File: config.mk
export PLATFORM = sky130hd
export DESIGN_NAME = ocm_top
export DESIGN_NICKNAME = d
export VERILOG_FILES = /design/src/rtl/ocm_pkg.sv /design/src/rtl/ocm_top.sv
export SDC_FILE = /design/constraint.sdc
export NUM_CORES = 1
export LEC_CHECK = 0
export BUFFER_PORTS_ARGS = -buffer_cell sky130_fd_sc_hd__buf_2
export CAP_MARGIN = 25
export CORE_MARGIN = 2
export CORE_UTILIZATION = 50
export CTS_BUF_LIST = sky130_fd_sc_hd__clkbuf_8
export CTS_CLUSTER_SIZE = 28
export DETAILED_ROUTE_END_ITERATION = 7
export GPL_TIMING_DRIVEN = 0
export MAX_ROUTING_LAYER = met4
export PLACE_DENSITY = 0.77
export SETUP_SLACK_MARGIN = 0.05
export SKIP_CTS_REPAIR_TIMING = 1
export SLEW_MARGIN = 20
export SYNTH_ARGS = -nofsm -noshare
export SYNTH_HDL_FRONTEND = slang
export SYNTH_SLANG_ARGS = --single-unit
File: constraint.sdc
create_clock -name clk_sys -period 2.8 [get_ports clk_sys]
set_input_delay 0.42 -clock clk_sys [delete_from_list [all_inputs] [get_ports clk_sys]]
set_output_delay 0.42 -clock clk_sys [all_outputs]
set_load 0.01 [all_outputs]
File: src/rtl/ocm_pkg.sv
// constants shared by the output compare time-base block
package ocm_pkg;
   localparam int OCM_CHANNELS = 3;
   localparam int OCM_CNT_W = 16;
   localparam int OCM_TICK_SRCS = 6;
   localparam int OCM_SYNC_SRCS = 21;
   // register index inside a channel window; channel n sits at n * OCM_CH_STRIDE
   localparam logic [7:0] OCM_CH_STRIDE = 8'h08;
   localparam logic [2:0] OCM_IDX_CTRL1 = 3'h0;
   localparam logic [2:0] OCM_IDX_CTRL2 = 3'h1;
   localparam logic [2:0] OCM_IDX_PRI = 3'h2;
   localparam logic [2:0] OCM_IDX_SEC = 3'h3;
   localparam logic [2:0] OCM_IDX_CNT = 3'h4;
   // compare_control_one fields
   localparam int OCM_MODE_LSB = 0;
   localparam int OCM_CLKSEL_LSB = 10;
   // compare_control_two fields
   localparam int OCM_SYNCSEL_LSB = 0;
   localparam int OCM_TRIGGER_RUN_STATUS_BIT = 6;
   localparam int OCM_TRIGMODE_BIT = 7;
   localparam int OCM_CASCADE_BIT = 8;
   localparam logic [4:0] OCM_SYNC_FREE = 5'h00;
   localparam logic [4:0] OCM_SYNC_SELF = 5'h1f;
   localparam logic [15:0] OCM_CTRL1_MASK = 16'h1c07;
   localparam logic [15:0] OCM_CTRL2_MASK = 16'h01df;
   localparam logic [15:0] OCM_CTRL_RESET = 16'h0000;
   localparam logic [15:0] OCM_CNT_RESET = 16'h0000;
   localparam logic [15:0] OCM_CNT_TOP = 16'hffff;
   localparam logic [15:0] OCM_CMP_RESET = 16'h0000;
   typedef enum logic [2:0] {
      OCM_OUT_OFF = 3'b000,
      OCM_OUT_SINGLE = 3'b001,
      OCM_OUT_CONT = 3'b010,
      OCM_OUT_PWM = 3'b011
   } ocm_out_mode_type;
endpackage : ocm_pkg

File: src/rtl/ocm_top.sv
// output compare time base: three channels, free/sync/trigger modes, 32-bit cascade
// Notes on behaviour
// - free-running counter counts up each selected tick, wrapping ffff to 0000.
// - a match of counter with primary or secondary value raises an event.
// - synchronous mode starts counting as soon as its clock source ticks.
// - synchronous mode clears the counter on every selected sync event.
// - trigger mode holds the counter until the selected source fires.
// - sync select zero, and reset, give free-running operation.
// - nonzero select: trigger mode bit one means trigger, zero means synchronous.
// - sync or trigger event comes from the source named by sync select.
// - twenty-one selectable external sync or trigger sources are offered.
// - three independent output compare channels.
// - each channel has a primary and a secondary compare register.
// - single pulse, continuous pulse and PWM output waveforms are supported.
// - counter clock picked from six tick sources per channel.
// - by default each channel runs alone on its own counter and compares.
// - odd/even channel pair can combine into one 32-bit channel.
// - in a pair the odd channel holds low half, even channel high half.
// - each low-half wrap increments the high-half counter.
// - cascade only when cascade enable is set in both channels of the pair.
// - trigger run status set on trigger; in trigger mode the counter is held zero while it is clear.
// - sync select 1f uses the channel's own secondary match as sync source.
//
// Local design decisions: the address map and the strobed register port.
`timescale 1ns/1ps
`default_nettype none
module ocm_top
   import ocm_pkg::*;
#(
   parameter int CHANNELS = OCM_CHANNELS
) (
   input wire logic clk_sys,
   input wire logic reset_n,
   input wire logic [7:0] reg_addr,
   input wire logic [15:0] reg_wdata,
   input wire logic reg_wr,
   input wire logic reg_rd,
   output logic [15:0] reg_rdata,
   input wire logic [OCM_TICK_SRCS-1:0] tick_source,
   input wire logic [OCM_SYNC_SRCS-1:0] sync_event,
   output logic [CHANNELS-1:0] primary_match,
   output logic [CHANNELS-1:0] secondary_match,
   output logic [CHANNELS-1:0] compare_out,
   output logic [CHANNELS-1:0] trigger_run_status
);
   // tick sources are foreign levels: two flops, then a rising-edge detector
   logic [OCM_TICK_SRCS-1:0] tick_meta_reg;
   logic [OCM_TICK_SRCS-1:0] tick_sync_reg;
   logic [OCM_TICK_SRCS-1:0] tick_prev_reg;
   logic [OCM_TICK_SRCS-1:0] tick_pulse;

   always_ff @(posedge clk_sys or negedge reset_n) begin
      if (!reset_n) begin
         tick_meta_reg <= '0;
         tick_sync_reg <= '0;
         tick_prev_reg <= '0;
      end else begin
         tick_meta_reg <= tick_source;
         tick_sync_reg <= tick_meta_reg;
         tick_prev_reg <= tick_sync_reg;
      end
   end

   assign tick_pulse = tick_sync_reg & ~tick_prev_reg;

   // per-channel views shared across the generate loop for cascading
   logic [CHANNELS-1:0][15:0] cnt_all;
   logic [CHANNELS-1:0][15:0] ctrl1_all;
   logic [CHANNELS-1:0][15:0] ctrl2_all;
   logic [CHANNELS-1:0][15:0] pri_all;
   logic [CHANNELS-1:0][15:0] sec_all;
   logic [CHANNELS-1:0] wrap_all;
   logic [CHANNELS-1:0] clear_all;
   logic [CHANNELS-1:0] tickd_all;
   logic [CHANNELS-1:0] eqp_all;
   logic [CHANNELS-1:0] eqs_all;
   logic cascade_on;

   // channel 0 is the odd (low) member, channel 1 the even (high) member
   assign cascade_on = (CHANNELS > 1) && ctrl2_all[0][OCM_CASCADE_BIT]
      && ctrl2_all[CHANNELS > 1 ? 1 : 0][OCM_CASCADE_BIT];

   genvar gi;
   generate
      for (gi = 0; gi < CHANNELS; gi++) begin : g_ch
         logic [15:0] ctrl1_reg;
         logic [15:0] ctrl2_reg;
         logic [15:0] pri_reg;
         logic [15:0] sec_reg;
         logic [15:0] cnt_reg;
         logic trig_stat_reg;
         logic tick_d_reg;
         logic pm_reg;
         logic sm_reg;
         logic out_reg;
         logic done_reg;
         logic hit;
         logic linked;
         logic paired;
         logic [2:0] clksel;
         logic [4:0] syncsel;
         logic own_tick;
         logic tick_i;
         logic [31:0] src_vec;
         logic evt;
         logic trig_mode;
         logic sync_mode;
         logic run;
         logic own_clear;
         logic clear;
         logic eq_p;
         logic eq_s;
         logic tick_eff;
         logic pm_next;
         logic sm_next;

         assign hit = (reg_addr[7:3] == 5'(gi));
         assign linked = (gi == 1) && cascade_on;
         assign paired = (gi < 2) && cascade_on;
         assign clksel = ctrl1_reg[OCM_CLKSEL_LSB +: 3];
         assign syncsel = ctrl2_reg[OCM_SYNCSEL_LSB +: 5];

         // codes 6 and 7 select no clock; counter simply stops
         assign own_tick = (clksel < 3'(OCM_TICK_SRCS)) ? tick_pulse[clksel] : 1'b0;
         assign tick_i = linked ? wrap_all[0] : own_tick;

         // code n (1..21) picks sync_event[n-1]; 1f picks own secondary match
         assign src_vec = {sm_reg, 9'h000, sync_event, 1'b0};
         assign evt = src_vec[syncsel];

         assign trig_mode = (syncsel != OCM_SYNC_FREE) && ctrl2_reg[OCM_TRIGMODE_BIT];
         assign sync_mode = (syncsel != OCM_SYNC_FREE) && !ctrl2_reg[OCM_TRIGMODE_BIT];
         assign run = !trig_mode || trig_stat_reg;
         assign own_clear = !run || (sync_mode && evt);
         // the high half follows the low half's clear so both restart together
         assign clear = linked ? clear_all[0] : own_clear;

         always_ff @(posedge clk_sys or negedge reset_n) begin
            if (!reset_n) begin
               ctrl1_reg <= OCM_CTRL_RESET;
               pri_reg <= OCM_CMP_RESET;
               sec_reg <= OCM_CMP_RESET;
            end else if (reg_wr && hit) begin
               if (reg_addr[2:0] == OCM_IDX_CTRL1) begin
                  ctrl1_reg <= reg_wdata & OCM_CTRL1_MASK;
               end
               if (reg_addr[2:0] == OCM_IDX_PRI) begin
                  pri_reg <= reg_wdata;
               end
               if (reg_addr[2:0] == OCM_IDX_SEC) begin
                  sec_reg <= reg_wdata;
               end
            end
         end

         // status bit lives apart; ctrl2_reg keeps it zero and reads splice it in
         always_ff @(posedge clk_sys or negedge reset_n) begin
            if (!reset_n) begin
               ctrl2_reg <= OCM_CTRL_RESET;
            end else if (reg_wr && hit && reg_addr[2:0] == OCM_IDX_CTRL2) begin
               ctrl2_reg <= reg_wdata & OCM_CTRL2_MASK & ~(16'h0001 << OCM_TRIGGER_RUN_STATUS_BIT);
            end
         end

         // hardware set beats a software clear in the same cycle
         always_ff @(posedge clk_sys or negedge reset_n) begin
            if (!reset_n) begin
               trig_stat_reg <= 1'b0;
            end else if (trig_mode && evt) begin
               trig_stat_reg <= 1'b1;
            end else if (reg_wr && hit && reg_addr[2:0] == OCM_IDX_CTRL2) begin
               trig_stat_reg <= reg_wdata[OCM_TRIGGER_RUN_STATUS_BIT];
            end
         end

         always_ff @(posedge clk_sys or negedge reset_n) begin
            if (!reset_n) begin
               cnt_reg <= OCM_CNT_RESET;
               tick_d_reg <= 1'b0;
            end else begin
               tick_d_reg <= tick_i && !clear;
               if (clear) begin
                  cnt_reg <= OCM_CNT_RESET;
               end else if (tick_i) begin
                  cnt_reg <= cnt_reg + 16'h0001;
               end
            end
         end

         assign eq_p = (cnt_reg == pri_reg);
         assign eq_s = (cnt_reg == sec_reg);

         // in a pair both halves must match, timed by the low half's tick
         assign tick_eff = paired ? tickd_all[0] : tick_d_reg;
         assign pm_next = tick_eff && (paired ? (eqp_all[0] && eqp_all[1]) : eq_p);
         assign sm_next = tick_eff && (paired ? (eqs_all[0] && eqs_all[1]) : eq_s);

         always_ff @(posedge clk_sys or negedge reset_n) begin
            if (!reset_n) begin
               pm_reg <= 1'b0;
               sm_reg <= 1'b0;
            end else begin
               pm_reg <= pm_next;
               sm_reg <= sm_next;
            end
         end

         // waveform: single/continuous rise on primary, fall on secondary; pwm falls on primary, rises when a tick wraps the counter to 0000
         always_ff @(posedge clk_sys or negedge reset_n) begin
            if (!reset_n) begin
               out_reg <= 1'b0;
               done_reg <= 1'b0;
            end else if (reg_wr && hit && reg_addr[2:0] == OCM_IDX_CTRL1) begin
               out_reg <= 1'b0;
               done_reg <= 1'b0; // rewriting control one re-arms a single pulse
            end else begin
               unique case (ctrl1_reg[OCM_MODE_LSB +: 3])
                  OCM_OUT_SINGLE: begin
                     if (pm_next && !done_reg) begin
                        out_reg <= 1'b1;
                     end else if (sm_next && out_reg) begin
                        out_reg <= 1'b0;
                        done_reg <= 1'b1;
                     end
                  end
                  OCM_OUT_CONT: begin
                     if (pm_next) begin
                        out_reg <= 1'b1;
                     end else if (sm_next) begin
                        out_reg <= 1'b0;
                     end
                  end
                  OCM_OUT_PWM: begin
                     if (pm_next) begin
                        out_reg <= 1'b0;
                     end else if (tick_eff && cnt_reg == OCM_CNT_RESET) begin
                        out_reg <= 1'b1;
                     end
                  end
                  default: begin
                     out_reg <= 1'b0;
                  end
               endcase
            end
         end

         assign cnt_all[gi] = cnt_reg;
         assign ctrl1_all[gi] = ctrl1_reg;
         assign ctrl2_all[gi] = ctrl2_reg | (16'(trig_stat_reg) << OCM_TRIGGER_RUN_STATUS_BIT);
         assign pri_all[gi] = pri_reg;
         assign sec_all[gi] = sec_reg;
         assign wrap_all[gi] = tick_i && !clear && (cnt_reg == OCM_CNT_TOP);
         assign clear_all[gi] = clear;
         assign tickd_all[gi] = tick_d_reg;
         assign eqp_all[gi] = eq_p;
         assign eqs_all[gi] = eq_s;
         assign primary_match[gi] = pm_reg;
         assign secondary_match[gi] = sm_reg;
         assign compare_out[gi] = out_reg;
         assign trigger_run_status[gi] = trig_stat_reg;
      end
   endgenerate

   // read data valid the cycle after the strobe only; unmapped reads give zero
   logic [4:0] rd_ch;
   logic [15:0] rd_next;

   assign rd_ch = reg_addr[7:3];

   always_comb begin
      rd_next = 16'h0000;
      if (reg_rd && rd_ch < 5'(CHANNELS)) begin
         unique case (reg_addr[2:0])
            OCM_IDX_CTRL1: rd_next = ctrl1_all[rd_ch];
            OCM_IDX_CTRL2: rd_next = ctrl2_all[rd_ch];
            OCM_IDX_PRI: rd_next = pri_all[rd_ch];
            OCM_IDX_SEC: rd_next = sec_all[rd_ch];
            OCM_IDX_CNT: rd_next = cnt_all[rd_ch];
            default: rd_next = 16'h0000;
         endcase
      end
   end

   always_ff @(posedge clk_sys or negedge reset_n) begin
      if (!reset_n) begin
         reg_rdata <= 16'h0000;
      end else begin
         reg_rdata <= rd_next;
      end
   end
endmodule : ocm_top
`default_nettype wire

==> metrics.md <==
| Metric | Value |
|---|---|
| Gr ovfl total | 0 |
| Worst EP arrival | 3.17 ns |
| All-Layer GR Usage | 0.318 |
| Fin crit share | 0.977 |
| Sequential fraction of the synthesis area | 0.431 |
| Post-synthesis cell type count | between 70 and 80 |
| Nets | between 1500 and 2000 |
| First-pass GRT wire length | about 66 mm |
| Clock-pin slew of the registers on the worst-case setup and hold paths | ~0.060 ns |
| Initial antenna violation count | 1 |
| First-pass DRT Iterations | 6 |
| Final Hold Vio Count | 0 |
| CP Class | in -> reg |
| CTS root buf | clkbuf_8 |
| Slew Limit Fails | 0 |
| CTS tree | built |
| Core Box Area | 0.0269 sq mm |
| Clock skew | roughly 0.021 ns |
| Die Y | approximately 170 microns |
| DRT antenna net count | 0 |
| Iteration-0 DRC Markers | about 1100 |
| Setup_tns | 0 ns |
| Placed wire-length estimate | 32.4 mm |
| Vias in the first global route | roughly 11000 |
| Maximum Capacitance Violations | 0 |
| Layout fillers | between 2000 and 2500 |
| RSZ-0062 raised after global routing | yes |
| Peak supply drop | 0.373 mV |
| Total power draw | roughly 9.5 mW |
| Worst rel slew slack | 0.340 |
| Worst skew pair latency | 0.57 ns |
| Layout cell share with drive strength beyond 1 | 0.260 |
| Fin util | 0.587 |
| Routability cong. | between 1 and 1.5 |
| Initial core utilization | 0.507 |
| CP Data Required Time | 3.23 ns |
| Vias/cell | between 6 and 7 |
| Synthesized cell area | about 0.014 sq mm |
| Pin count of the biggest net entering global routing | 94 |
| Post-route non-filler standard cell count | between 1500 and 2000 |
| Post-route DRC violation count | 0 |
| CP Max Fanout | 10 |
| Rows | 60 |
| Sink Count | between 200 and 250 |
| Average wire per standard cell | 24.1 microns |
| Register Area | 0.00589 sq mm |
| Peak Freq | ~370 MHz |
| Post-synth net total | approximately 1400 |
| Area growth from synthesis to final layout | 15.6% |
| Hold_sp | reg_wdata[1] |
| Setup Viol. Count Final | 0 |
| Synthesized instance count | 1332 |
| TritonCTS Buffers | between 40 and 50 |
| Horiz. Die Dim | around 170 microns |
| I/O pin count | 83 |
| Setup slack after layout | 0.0633 ns |
| Fin crit period | ~2.7 ns |
| H-tree levels | 2 |
| Outcome | complete, no violations |
| CP startpoint kind | input port |
| Area occupied by multi-input gates | approximately 0.0072 sq mm |
| Slew @ Worst Pin | ~0.99 ns |
| Syn Area/Cell | 10.2 sq um |
| #FFs+latches synth | 235 |
| Warnings from Yosys | 0 |
| Vias | ~11000 |
| Clock Path Buffers | 3 |
| Pre-CTS setup slack | -0.462 ns |
| Total leakage power | a little over 7 nW |
| CP Launch Point | reg_addr[7] |
| Port Buffers | about 80 |
| Die ar. | about 0.029 sq mm |
| Total length of routed wires | 44.5 mm |
| Worst hold path class | in -> reg |
| Fraction of registers with async set/reset | 1.00 |
| Worst setup EP type | register |
| EDFF count, synth | 0 |
| Cell total after placement | 1753 |
| RR Startpoint | g_ch[0].cnt_reg[6] |
| Top_reg_cell synth | dfrtp_1 |
| Pwr/cell area | around 600 mW/mm^2 |
## placed cells by master (no fill, tap or decap), types with 57 or more instances in the layout
cell / instances
dfrtp_1: 230
mux2_2: 139
nand2_1: 97
nor2_1: 94
buf_2: 85
mux2i_1: 74
xnor2_1: 67
a21oi_1: 63
clkbuf_1: 62
xor2_1: 58
o21ai_0: 57
## Yosys cell counts (all sizes together) (4+ instances only)
| cell type | instances | area (sq um) |
|---|---|---|
| a211o | 4 | 35.0 |
| a211oi | 6 | 45.0 |
| a21oi | 64 | 324 |
| a221oi | 8 | 70.1 |
| a22oi | 10 | 75.1 |
| a31oi | 6 | 67.6 |
| and2 | 5 | 31.3 |
| and3 | 7 | 43.8 |
| and3b | 6 | 52.6 |
| buf | 49 | 283 |
| clkbuf | 74 | 278 |
| dfrtp | 235 | 5880 |
| ha | 6 | 75.1 |
| inv | 29 | 109 |
| mux2 | 139 | 1570 |
| mux2i | 74 | 741 |
| mux4 | 14 | 319 |
| nand2 | 97 | 364 |
| nand2b | 8 | 50.1 |
| nand3 | 38 | 190 |
| nand4 | 28 | 190 |
| nor2 | 94 | 353 |
| nor2b | 8 | 50.1 |
| nor3 | 12 | 60.1 |
| nor3b | 8 | 60.1 |
| nor4 | 26 | 178 |
| nor4b | 7 | 67.6 |
| o211ai | 4 | 30.0 |
| o21ai | 61 | 305 |
| o22ai | 13 | 81.3 |
| o311ai | 4 | 35.0 |
| o41ai | 4 | 35.0 |
| or3 | 9 | 56.3 |
| or4 | 8 | 60.1 |
| xnor2 | 67 | 587 |
| xor2 | 58 | 508 |
## kinds of logic after synthesis
family / after synthesis / synth area share
AO/OA/AOI/OAI: 214 / 0.101
XOR/XNOR: 125 / 0.0803
adder cells (fa/ha/maj): 6 / 0.00551
buffers and inverters: 152 / 0.0491
flip-flops: 235 / 0.431
multiplexers: 227 / 0.193
AND/OR/NAND/NOR: 373 / 0.140
## path summary, 6_finish.rpt
check,to,cells after the start,slack [ns]
setup / recovery,g_ch[0].pri_reg[13],7,0.06
hold / removal,g_ch[0].ctrl1_reg[1],2,0.13
setup reg to reg,g_ch[1].done_reg,8,0.09
hold reg to reg,tick_sync_reg[3],0,0.35
max in group asynchronous,g_ch[1].ctrl2_reg[0],4,1.18
min in group asynchronous,g_ch[2].cnt_reg[8],2,0.36
## critical path, cell delays in order
cell and delay [ns]:
buf_2 0.11, or4b_1 0.58, or3_1 0.33, clkbuf_1 0.16
nor2_1 0.76, buf_2 0.43, mux2_2 0.37
## report_power, final
group / switching (mW) / leakage (nW) / internal (mW)
sequential: 0.249 / 3.14 / 3.64
combinational: 1.29 / 3.58 / 0.790
clock: 1.53 / 0.507 / 1.99
total: 3.07 / 7.23 / 6.41
## layer usage
metal,wire (microns),vias to the layer above,GRT usage,part of all wire
li1,-,5049,-,-
met1,18100,5631,0.416,0.41
met2,20500,640,0.498,0.46
met3,3680,144,0.0452,0.083
met4,2220,0,0.137,0.050
met5,0,-,-,0
## final cells by class
class                   count  area share
repair buffers            103      0.0408
flip-flops and latches    235       0.373
diodes                      1    0.000159
clock buffers              56      0.0489
plain buffers             118      0.0386
inverters                  29     0.00690
well taps                 341      0.0271
multi-input cells         945       0.454
clock inverters            21     0.00992
## through the flow
stage	instance area (sq um)	hold WS, ns
6_report	15800	0.132
4_1_cts	15400	-0.225
2_1_floorplan	13600	0.124
3_3_place_gp	14500	0.334
3_5_place_dp	14500	0.335
5_1_grt	15800	0.132
No activity file was read; power rests on OpenSTA's default activity.
